### src/rtl/diag_flags_pkg.sv
// shared constants and types for the diagnostic status flag link
package diag_flags_pkg;
  localparam int FLAG_W = 16;
  // status word bit positions
  localparam int BIT_RESET_IND = 0;
  localparam int BIT_WATCHDOG = 1;
  localparam int BIT_REGULATOR = 2;
  localparam int BIT_CONFIG_CRC = 3;
  localparam int BIT_SELFTEST = 4;
  localparam int BIT_OVERFLOW = 5;
  localparam int BIT_XY_LIMIT = 6;
  localparam int BIT_MAGNITUDE = 7;
  localparam int BIT_VECTOR = 9;
  localparam int BIT_ROM = 10;
  localparam int BIT_XY_INVALID = 11;
  // activation bit positions
  localparam int EN_HARD_RESET = 0;
  localparam int EN_WATCHDOG = 1;
  localparam int EN_REGULATOR = 2;
  localparam int EN_CHECKSUM = 3;
  localparam int EN_SELFTEST = 4;
  localparam int EN_OVERFLOW = 5;
  localparam int EN_XY_LIMIT = 6;
  localparam int EN_MAGNITUDE = 7;
  localparam int EN_VECTOR = 9;
  // reset values and enable write mask
  localparam logic [15:0] FLAG_RESET = 16'h0001;
  localparam logic [15:0] ENABLE_RESET = 16'h02FE;
  localparam logic [15:0] ENABLE_MASK = 16'h02FF;
  // raw x/y limit in digits
  localparam logic signed [15:0] XY_LIMIT = 16'sd23230;
  // controller register offsets (plain port)
  localparam logic [1:0] ADDR_CMD = 2'h0;
  localparam logic [1:0] ADDR_ENABLE = 2'h1;
  localparam logic [1:0] ADDR_FLAGS = 2'h2;
  localparam logic [1:0] ADDR_SAFETY = 2'h3;
  // command register bits
  localparam int CMD_READ = 0;
  localparam int CMD_SNAP = 1;
  localparam int CMD_WRITE_EN = 2;
  // startup check lengths in cycles
  localparam int ROM_CHECK_CYCLES = 8;
  localparam int VECTOR_CHECK_CYCLES = 4;
  typedef enum logic [1:0] {
    HOST_IDLE = 2'b00,
    HOST_SELECT = 2'b01,
    HOST_WAIT = 2'b11,
    HOST_RELEASE = 2'b10
  } host_state_type;
endpackage

### src/rtl/diag_link_if.sv
// link between the sensor flag logic and its host controller
`timescale 1ns/10ps
interface diag_link_if;
  logic chip_select_n;
  logic read_flags;
  logic read_snapshot;
  logic snap_take;
  logic write_enable;
  logic [15:0] enable_wdata;
  logic [15:0] flags_rdata;
  logic safety_ok;
  modport sensor (
    input chip_select_n, read_flags, read_snapshot, snap_take, write_enable, enable_wdata,
    output flags_rdata, safety_ok
  );
  modport host (
    output chip_select_n, read_flags, read_snapshot, snap_take, write_enable, enable_wdata,
    input flags_rdata, safety_ok
  );
endinterface

### src/rtl/diag_sensor.sv
// sensor end: diagnostic status flags and activation bits
`timescale 1ns/10ps
module diag_sensor
  import diag_flags_pkg::*;
(
  input wire logic sys_clk, // system clock
  input wire logic srst, // sync reset, active high
  diag_link_if.sensor link, // serial side
  input wire logic xy_input_invalid, // converter input check fails
  input wire logic rom_crc_fail, // rom checksum mismatch
  input wire logic vector_fail, // test vector out of limit
  input wire logic firmware_cycle_end, // firmware run finished
  input wire logic magnitude_bad, // compensated vector length out of range
  input wire logic signed [15:0] raw_x, // raw x value
  input wire logic signed [15:0] raw_y, // raw y value
  input wire logic overflow_event, // processor overflow
  input wire logic selftest_fail, // startup self-test failed
  input wire logic config_crc_fail, // config or fuse checksum mismatch
  input wire logic self_trim, // automatic calibration running
  input wire logic regulator_fault, // supply monitor fault
  input wire logic watchdog_overflow, // watchdog counter overflow
  output logic processor_run, // signal processor allowed to run
  output logic outputs_enable, // sensor outputs driven
  output logic pulls_enable, // pull resistors active
  output logic vector_check_busy, // test vector run in progress
  output logic hard_reset_pulse // internal reset request
);
  typedef struct packed {
    logic [15:0] enables;
    logic [15:0] snap;
    logic [15:0] rdata;
    logic safety;
    logic reset_ind;
    logic snap_reset_ind;
    logic xy_invalid;
    logic rom;
    logic [3:0] rom_cnt;
    logic vector;
    logic vector_failed;
    logic [2:0] vec_cnt;
    logic selftest;
    logic watchdog_stop;
    logic hard_reset_pending;
    logic hard_reset;
    logic cs_n_prev;
  } sensor_state_type;
  sensor_state_type state_reg;
  sensor_state_type state_next;
  logic [15:0] word;
  logic read_any;
  logic mag_flag, xy_flag, ov_flag, crc_flag, reg_flag, wd_flag;
  logic crc_active;
  logic chip_reset;
  logic xy_exceed;

  function automatic logic beyond(input logic signed [15:0] v);
    beyond = (v > XY_LIMIT) || (v < -XY_LIMIT);
  endfunction

  assign read_any = link.read_flags || link.read_snapshot;
  assign xy_exceed = beyond(raw_x) || beyond(raw_y);
  assign crc_active = state_reg.enables[EN_CHECKSUM] && !self_trim;
  // a hard reset request must clear the sticky flags too, or a stale error survives it
  assign chip_reset = srst || state_reg.hard_reset;

  // sticky flags, clear-on-read except the watchdog flag
  sticky_flag u_mag (.sys_clk(sys_clk), .srst(chip_reset), .reset_value(1'b0),
    .event_in(magnitude_bad && state_reg.enables[EN_MAGNITUDE]),
    .read_clear(read_any), .force_clear(1'b0), .flag(mag_flag));
  sticky_flag u_xy (.sys_clk(sys_clk), .srst(chip_reset), .reset_value(1'b0),
    .event_in(xy_exceed && state_reg.enables[EN_XY_LIMIT]),
    .read_clear(read_any), .force_clear(1'b0), .flag(xy_flag));
  sticky_flag u_ov (.sys_clk(sys_clk), .srst(chip_reset), .reset_value(1'b0),
    .event_in(overflow_event && state_reg.enables[EN_OVERFLOW]),
    .read_clear(read_any), .force_clear(1'b0), .flag(ov_flag));
  // held while the fault persists, cleared by a read after it is gone
  sticky_flag u_crc (.sys_clk(sys_clk), .srst(chip_reset), .reset_value(1'b0),
    .event_in(config_crc_fail && crc_active),
    .read_clear(read_any), .force_clear(1'b0), .flag(crc_flag));
  sticky_flag u_reg (.sys_clk(sys_clk), .srst(chip_reset), .reset_value(1'b0),
    .event_in(regulator_fault && state_reg.enables[EN_REGULATOR]),
    .read_clear(read_any), .force_clear(1'b0), .flag(reg_flag));
  // watchdog flag is only cleared by dropping its enable or by reset
  sticky_flag u_wd (.sys_clk(sys_clk), .srst(chip_reset), .reset_value(1'b0),
    .event_in(watchdog_overflow && state_reg.enables[EN_WATCHDOG]),
    .read_clear(1'b0), .force_clear(!state_reg.enables[EN_WATCHDOG]),
    .flag(wd_flag));

  // assemble the live status word
  always_comb begin
    word = '0;
    word[BIT_XY_INVALID] = state_reg.xy_invalid;
    word[BIT_ROM] = state_reg.rom;
    word[BIT_VECTOR] = state_reg.vector;
    word[BIT_MAGNITUDE] = mag_flag;
    word[BIT_XY_LIMIT] = xy_flag;
    word[BIT_OVERFLOW] = ov_flag;
    word[BIT_SELFTEST] = state_reg.selftest;
    word[BIT_CONFIG_CRC] = crc_flag;
    word[BIT_REGULATOR] = reg_flag;
    word[BIT_WATCHDOG] = wd_flag;
    word[BIT_RESET_IND] = state_reg.reset_ind;
  end

  // next-state logic for flags, checks, snapshot and reset request
  always_comb begin
    state_next = state_reg;
    state_next.cs_n_prev = link.chip_select_n;
    state_next.hard_reset = 1'b0;
    state_next.xy_invalid = xy_input_invalid;
    // rom check runs for a fixed time then shows only a failure
    if (state_reg.rom_cnt != 4'(ROM_CHECK_CYCLES)) begin
      state_next.rom_cnt = state_reg.rom_cnt + 4'h1;
      state_next.rom = 1'b1;
    end else begin
      state_next.rom = rom_crc_fail;
    end
    // vector check: startup run or host request
    if (state_reg.vec_cnt != 3'h0) begin
      state_next.vec_cnt = state_reg.vec_cnt - 3'h1;
      if (vector_fail) begin
        state_next.vector_failed = 1'b1;
      end
      if (state_reg.vec_cnt == 3'h1) begin
        state_next.enables[EN_VECTOR] = 1'b0;
      end
    end else if (state_reg.enables[EN_VECTOR]) begin
      state_next.vec_cnt = 3'(VECTOR_CHECK_CYCLES);
      state_next.vector_failed = 1'b0;
    end
    if (read_any) begin
      state_next.vector = 1'b0;
    end
    if (firmware_cycle_end && state_reg.vector_failed) begin
      state_next.vector = 1'b1;
    end
    // self-test failure shows only after a watchdog stop
    if (selftest_fail && state_reg.watchdog_stop) begin
      state_next.selftest = 1'b1;
    end
    if (wd_flag) begin
      state_next.watchdog_stop = 1'b1;
    end
    if (read_any) begin
      state_next.reset_ind = 1'b0;
      state_next.snap_reset_ind = 1'b0;
    end
    // safety bit stays low until a status read finds no flag set
    if (read_any) begin
      state_next.safety = 1'b1;
    end
    if ((word & ~FLAG_RESET) != '0) begin
      state_next.safety = 1'b0;
    end
    if (link.snap_take) begin
      state_next.snap = word;
    end
    if (link.write_enable) begin
      state_next.enables = link.enable_wdata & ENABLE_MASK;
      state_next.hard_reset_pending = link.enable_wdata[EN_HARD_RESET];
      state_next.enables[EN_HARD_RESET] = 1'b0;
    end
    // hard reset fires when chip select rises
    if (state_reg.hard_reset_pending && link.chip_select_n && !state_reg.cs_n_prev) begin
      state_next.hard_reset = 1'b1;
      state_next.hard_reset_pending = 1'b0;
    end
    if (link.read_snapshot) begin
      state_next.rdata = state_reg.snap;
      state_next.rdata[BIT_RESET_IND] = state_reg.snap_reset_ind;
    end else if (link.read_flags) begin
      state_next.rdata = word;
    end
  end

  // a hard reset request acts like a chip reset on the flags
  always_ff @(posedge sys_clk) begin
    if (srst || state_reg.hard_reset) begin
      state_reg <= '0;
      state_reg.enables <= ENABLE_RESET;
      state_reg.reset_ind <= 1'b1;
      state_reg.snap_reset_ind <= 1'b1;
      state_reg.safety <= 1'b1;
      state_reg.cs_n_prev <= 1'b1;
      state_reg.rom <= 1'b1;
    end else begin
      state_reg <= state_next;
    end
  end

  assign link.flags_rdata = state_reg.rdata;
  assign link.safety_ok = state_reg.safety;
  assign processor_run = !state_reg.rom && !state_reg.watchdog_stop;
  assign outputs_enable = !state_reg.watchdog_stop;
  assign pulls_enable = state_reg.watchdog_stop;
  assign vector_check_busy = state_reg.vec_cnt != 3'h0;
  assign hard_reset_pulse = state_reg.hard_reset;
endmodule // diag_sensor

### src/rtl/sticky_flag.sv
// one clear-on-read sticky status flag
`timescale 1ns/10ps
module sticky_flag (
  input wire logic sys_clk, // system clock
  input wire logic srst, // sync reset
  input wire logic reset_value, // value shown while reset is held
  input wire logic event_in, // error condition this cycle
  input wire logic read_clear, // status read this cycle
  input wire logic force_clear, // clear that wins over an event
  output logic flag // flag value
);
  typedef struct packed {
    logic flag;
  } sticky_state_type;
  sticky_state_type state_reg;
  sticky_state_type state_next;
  // an event in the read cycle wins over the clear
  always_comb begin
    state_next = state_reg;
    if (force_clear) begin
      state_next.flag = 1'b0;
    end else if (event_in) begin
      state_next.flag = 1'b1;
    end else if (read_clear) begin
      state_next.flag = 1'b0;
    end
  end
  always_ff @(posedge sys_clk) begin
    if (srst) begin
      state_reg <= '{flag: 1'b0};
      state_reg.flag <= 1'b0;
    end else begin
      state_reg <= state_next;
    end
  end
  assign flag = srst ? reset_value : state_reg.flag;
endmodule // sticky_flag

### src/flat_wrapper.sv
// flat-port wrapper written by rule: the top's interface ports become plain ports
module diag_sensor_flat import diag_flags_pkg::*;
  (sys_clk, srst, xy_input_invalid, rom_crc_fail, vector_fail, firmware_cycle_end, magnitude_bad, raw_x, raw_y, overflow_event, selftest_fail, config_crc_fail, self_trim, regulator_fault, watchdog_overflow, processor_run, outputs_enable, pulls_enable, vector_check_busy, hard_reset_pulse, link_chip_select_n, link_read_flags, link_read_snapshot, link_snap_take, link_write_enable, link_enable_wdata, link_flags_rdata, link_safety_ok);
  diag_link_if link_i ();
  input wire logic sys_clk;
  input wire logic srst;
  input wire logic xy_input_invalid;
  input wire logic rom_crc_fail;
  input wire logic vector_fail;
  input wire logic firmware_cycle_end;
  input wire logic magnitude_bad;
  input wire logic signed [15:0] raw_x;
  input wire logic signed [15:0] raw_y;
  input wire logic overflow_event;
  input wire logic selftest_fail;
  input wire logic config_crc_fail;
  input wire logic self_trim;
  input wire logic regulator_fault;
  input wire logic watchdog_overflow;
  output logic processor_run;
  output logic outputs_enable;
  output logic pulls_enable;
  output logic vector_check_busy;
  output logic hard_reset_pulse;
  input wire logic [$bits(link_i.chip_select_n)-1:0] link_chip_select_n;
  input wire logic [$bits(link_i.read_flags)-1:0] link_read_flags;
  input wire logic [$bits(link_i.read_snapshot)-1:0] link_read_snapshot;
  input wire logic [$bits(link_i.snap_take)-1:0] link_snap_take;
  input wire logic [$bits(link_i.write_enable)-1:0] link_write_enable;
  input wire logic [$bits(link_i.enable_wdata)-1:0] link_enable_wdata;
  output wire logic [$bits(link_i.flags_rdata)-1:0] link_flags_rdata;
  output wire logic [$bits(link_i.safety_ok)-1:0] link_safety_ok;
  assign link_i.chip_select_n = link_chip_select_n;
  assign link_i.read_flags = link_read_flags;
  assign link_i.read_snapshot = link_read_snapshot;
  assign link_i.snap_take = link_snap_take;
  assign link_i.write_enable = link_write_enable;
  assign link_i.enable_wdata = link_enable_wdata;
  assign link_flags_rdata = link_i.flags_rdata;
  assign link_safety_ok = link_i.safety_ok;
  diag_sensor u_core (.sys_clk(sys_clk), .srst(srst), .link(link_i), .xy_input_invalid(xy_input_invalid), .rom_crc_fail(rom_crc_fail), .vector_fail(vector_fail), .firmware_cycle_end(firmware_cycle_end), .magnitude_bad(magnitude_bad), .raw_x(raw_x), .raw_y(raw_y), .overflow_event(overflow_event), .selftest_fail(selftest_fail), .config_crc_fail(config_crc_fail), .self_trim(self_trim), .regulator_fault(regulator_fault), .watchdog_overflow(watchdog_overflow), .processor_run(processor_run), .outputs_enable(outputs_enable), .pulls_enable(pulls_enable), .vector_check_busy(vector_check_busy), .hard_reset_pulse(hard_reset_pulse));
endmodule
### config.mk
export PLATFORM = sky130hd
export DESIGN_NAME = diag_sensor_flat
export DESIGN_NICKNAME = d
export VERILOG_FILES = /design/src/rtl/diag_flags_pkg.sv /design/src/rtl/diag_link_if.sv /design/src/rtl/diag_sensor.sv /design/src/rtl/sticky_flag.sv /design/src/flat_wrapper.sv
export SDC_FILE = /design/constraint.sdc
export NUM_CORES = 1
export LEC_CHECK = 0
export BUFFER_PORTS_ARGS = -buffer_cell sky130_fd_sc_hd__buf_2
export CORE_MARGIN = 5
export CORE_UTILIZATION = 53
export DETAILED_ROUTE_END_ITERATION = 6
export GPL_ROUTABILITY_DRIVEN = 0
export HOLD_SLACK_MARGIN = 0.06
export PLACE_DENSITY_LB_ADDON = 0.05
export SLEW_MARGIN = 20
export SYNTH_ARGS = -nofsm -noshare
export SYNTH_HDL_FRONTEND = slang
export SYNTH_HIERARCHICAL = 1
export SYNTH_SLANG_ARGS = --single-unit
### constraint.sdc
create_clock -name sys_clk -period 6.9 [get_ports sys_clk]
set_input_delay 0.345 -clock sys_clk [delete_from_list [all_inputs] [get_ports sys_clk]]
set_output_delay 0.345 -clock sys_clk [all_outputs]
set_load 0.05 [all_outputs]
Word level (Yosys, flattened, before mapping)
Index checks and enable logic that the tools add are counted.

$mul: 0. Reduce and logical (&&, ||, !) cells: 39. Shift operators: 0. Magnitude comparators: 4. Multiplexer cells: 24. Bitwise gates (word level): 1. Divide/modulo/power cells: 0. $add $sub $neg: 2. Eq/ne operators: 3.

Operators with widths (number): > comparator 16 bit, second input constant (2); less-than comparator 16 bit, second input constant (2); two-way mux 16 bit (2); nonzero test 2 bit (11); two-way mux 1 bit (19); nonzero test 16 bit (1); logical AND 1 bit (12); two-way mux 10 bit (1); two-way mux 4 bit (2); OR reduction 2 bit (3); logical OR 1 bit (5); adder 4 x 1 -> 4 bit, second input constant (1); logical NOT 1 bit (4); inequality test 4 bit, second input constant (1); AND reduction 2 bit (2); == test 3 x 1 -> 1 bit, second input constant (1); nonzero test 3 bit (1); subtractor 3 x 1 -> 3 bit, second input constant (1); inequality test 2 bit, second input constant (1); NOT 1 bit (1).

Word-level logic and storage cells: 96. Memory bits (writable): 0. Bits in latches: 0. Output and inout bits: 22. Memory bits (read-only): 0. Flip-flop bits (word level): 59. Memories kept: 0.

Depth between registers and ports, before layout
Depth after elaboration: 5. Mapped depth: 8. Gate-level depth less buffers: 7.

Hierarchy
Netlist, hierarchy kept.

By module, submodules not included: diag_sensor (area an instance 2193.4 sq um, times used 1, cells an instance 261); sticky_flag (area an instance 52.6 sq um, times used 6, cells an instance 5).

Least setup slack after synthesis
No wires, ideal clock.

Kind: register to register. Start: register u_core.state_reg, in the netlist u_core/hard_reset_pulse. End: register u_core.state_reg, in the netlist u_core/link.safety_ok. Path buffers: 1. Library setup time: 0.101 ns. Data required time: 6.799 ns. Slack: 4.004 ns. Clock period less this slack: 2.896 ns. Stages on the path, launching flop included: 7. Arrival time: 2.795 ns. Cell sequence: dfxtp_1 nor2_1 inv_2 buf_1 mux2_4 or4_1 o41ai_1.

Longest elaborated chain between the ends: 4.

RTL lines: from (decl) (line diag_sensor.sv:47) `sensor_state_type state_reg;`; from (signal assigned) (line diag_sensor.sv:187) `state_reg <= state_next;`; logical OR 1 bit (*) (line diag_sensor.sv:64) `assign chip_reset = srst || state_reg.hard_reset;`; named net u_core.chip_reset (line diag_sensor.sv:53) `logic chip_reset;`; two-way mux 1 bit (*) (line sticky_flag.sv:36) `assign flag = srst ? reset_value : state_reg.flag;`; named net u_core.crc_flag (line diag_sensor.sv:51) `logic mag_flag, xy_flag, ov_flag, crc_flag, reg_flag, wd_flag;`; nonzero test 16 bit (*) (line diag_sensor.sv:152) `if ((word & ~FLAG_RESET) != '0) begin`; two-way mux 1 bit or nonzero test 2 bit (tied branches).

Mark *: on every way through the listed nets, which the timed path passes. The rest lies on a longest branch. A chain may end at the register's enable or synchronous reset.

Worst setup path after layout
Start: register u_core.state_reg, in the netlist u_core/hard_reset_pulse. End: register u_core.state_reg, in the netlist u_core/link.safety_ok.

Longest elaborated chain between the ends: 4.

RTL lines (line): logical OR 1 bit (*) (diag_sensor.sv:64); two-way mux 1 bit (*) (sticky_flag.sv:36); named net u_core.crc_flag (diag_sensor.sv:51); nonzero test 16 bit (*) (diag_sensor.sv:152); two-way mux 1 bit or nonzero test 2 bit (tied branches).

Marked as above.

==> results by group <==
Run status
  – Status: finished, final reports clean

Floorplan
  – Std-Cell Rows: 25
  – Initial Utilization: 0.538
  – Ports: 88
  – Die W: 78.8 microns
  – Die Area: 6210 sq um
  – Die Y-Extent: 78.8 microns
  – Core box area: 4660 sq um

Finish
  – Fill cell count: 429
  – Commonest non-fill, non-tap cells in the layout: buf_2 (74), nor2_1 (61), dfxtp_1 (52)
  – Area Growth Syn to Fin: 18.5%
  – Final Core Density: 0.638
  – Final instance area: 2970 sq um
  – # diodes: 0
  – Share of cells above drive strength 1: 0.251
  – Nets: 434
  – Max reg flops: 32
  – Most common cell after layout, fill and taps aside: buf_2

Clocking
  – Num CTS Buffers: 5
  – Maximum root-to-sink buffer count: 2
  – Clock Sinks: 52
  – Post-CTS Setup Bufs: 0
  – Post_cts resized: 0
  – CTS tree: yes
  – H-Tree Depth: 2
  – # hold bufs at CTS: 0
  – CTS root buf: clkbuf_8
  – Clock slew at reported path FFs: 90 ps
  – Clk_lat worst skew: 300 ps

Power and ir drop
  – Peak supply drop: 0.000186 V
  – Lkg Pwr: 1.40 nW
  – Power Total: 0.000708 W
  – P per Cell Area: 238 nW/um^2

Synthesis
  – Count of different cell masters after synthesis: 42
  – Seq/Total Area, Yosys: 0.415
  – Primary FF master, synth: dfxtp_1
  – Yosys reg bits: 52
  – Yosys warns: 6
  – Syn Area/Cell: 8.62 sq um
  – Synth Cell Area: 2510 sq um
  – Number of flops mapped to enable cells by yosys: 0
  – Async set-reset flop share out of synthesis: 0
  – Cells after synthesis: 291

Route
  – Drt drc: 0
  – Routed Antenna Nets: 0
  – Iter 0 DRT Violations: 100
  – Total Wirelength: 4880 microns
  – TritonRoute pass-1 iters: 4
  – Wire length per cell: 11.6 microns
  – Vias per inst: 5.00
  – Via count: 2100

Timing
  – Worst-margin pin slew: 858 ps
  – Final clock skew: 7.90 ps
  – Slew Viols, Final: 0
  – RSZ-0062 raised after global routing: false
  – Setup TNS: 0 ps
  – Final min period: 2550 ps
  – Setup violators final: 0
  – Final hold vios: 0
  – Fmax: 391 MHz
  – Slew margin rel.: 0.427
  – Tcrit/Tclk final: 0.370

Setup path
  – Slowest CP cell: inv_2
  – Worst endpoint required time: 7100 ps
  – Crit path buffers/inverters: 2
  – Delay-heaviest family, CP: buffers and inverters
  – Critical Path AT: 2750 ps
  – CP max stage delay: 630 ps
  – CP Max Fanout: 48
  – Reg2reg setup slack: 4350 ps
  – Worst setup path start: u_core/hard_reset_pulse$_SDFF_PP0_
  – CP Cell Sequence: nor2_1 > buf_4 > inv_2 > mux2_4 > or4_1 > o41ai_1
  – CP Capture Type: flip-flop
  – WS Path Type: reg2reg
  – Critical path startpoint category: flip-flop
  – Reg2reg start: u_core/hard_reset_pulse$_SDFF_PP0_

Flow run
  – Max-Cap Viols: 0

Global route
  – Pin count of the biggest net entering global routing: 49
  – Number of global-route vias before repair: 2039
  – First-pass GRT wire length: 8510 microns
  – Initial antenna violation count: 0
  – Grt ovf: 0
  – Total GRT Usage: 0.167

Place
  – Placed cell areas: 2860 sq um
  – Port buffer count: 74
  – DP HPWL: 3730 microns

Hold path
  – Hold Crit Class: in2reg
  – Worst Hold Launch: srst
[final cells by class]
| type | count | area [sq um] | area share |
|---|---|---|---|
| clock inverter | 2 | 35.0 | 0.0118 |
| timing repair buffer | 75 | 378 | 0.127 |
| clock buffer | 6 | 72.6 | 0.0244 |
| multi-input combinational | 222 | 1340 | 0.452 |
| tap | 54 | 67.6 | 0.0227 |
| inverter | 9 | 33.8 | 0.0114 |
| sequential | 52 | 1040 | 0.350 |
[logic make-up (layout without fill, tap and decap cells)]
logic type,count (synthesis),in the layout,share of synthesized area
AOI/OAI and AO/OA,46,46,0.115
xor gates and xnor gates,2,2,0.00698
adders and majority gates,3,3,0.0150
buffers and inverters,33,92,0.0733
DFF,52,52,0.415
muxes,33,33,0.144
other,1,17,0.00149
and+or+nand+nor,121,121,0.229
[Yosys cell counts (6+ instances only)]
cell type,count,area share
mux2i_1,26,0.10
a21oi_1,17,0.034
mux2_4,6,0.036
inv_1,8,0.012
nor2b_1,6,0.015
nand2_1,21,0.031
o21ai_0,8,0.016
dfxtp_1,52,0.41
nor2_1,61,0.091
nor3_1,7,0.014
o21a_1,6,0.018
buf_4,16,0.048
[stage by stage]
| stage | hold slack (ps) | worst slack, ps | instances |
|---|---|---|---|
| CTS | 222 | 4310 | 420 |
| floorplan | 399 | 4000 | 307 |
| global route | 243 | 4210 | 420 |
| finish | 231 | 4350 | 420 |
| detailed placement | 416 | 4270 | 412 |
| global placement | 418 | 4280 | 412 |
[layer usage]
layer  vias up  track usage  wire (microns)
met4         0       0.0594              49
met1       915        0.202            2230
met3         4       0.0397             335
met2        57        0.289            2260
met5         -            0               0
li1       1124            -               -
[worst paths after layout]
kind	end	depth (start not counted)
setup / recovery	u_core/link.safety_ok$_SDFFE_PP1P_	6
hold / removal	u_core/state_reg[0]$_SDFF_PP1_	2
setup reg to reg	u_core/link.safety_ok$_SDFFE_PP1P_	6
hold reg to reg	u_core/hard_reset_pulse$_SDFF_PP0_	1
[worst register-to-register path, stage by stage, from the launching register on]
cell,delay (ps)
dfxtp_1,350
nor2_1,50
buf_4,170
inv_2,630
mux2_4,390
or4_1,540
o41ai_1,330
[report_power, final]
group          internal, W  leakage [nW]  switching (W)
Clock             0.000108        0.0552      0.0000919
Sequential        0.000325         0.428      0.0000164
Combinational    0.0000633         0.919       0.000104
Total             0.000496          1.40       0.000212
(Power assumes the default switching activity.)
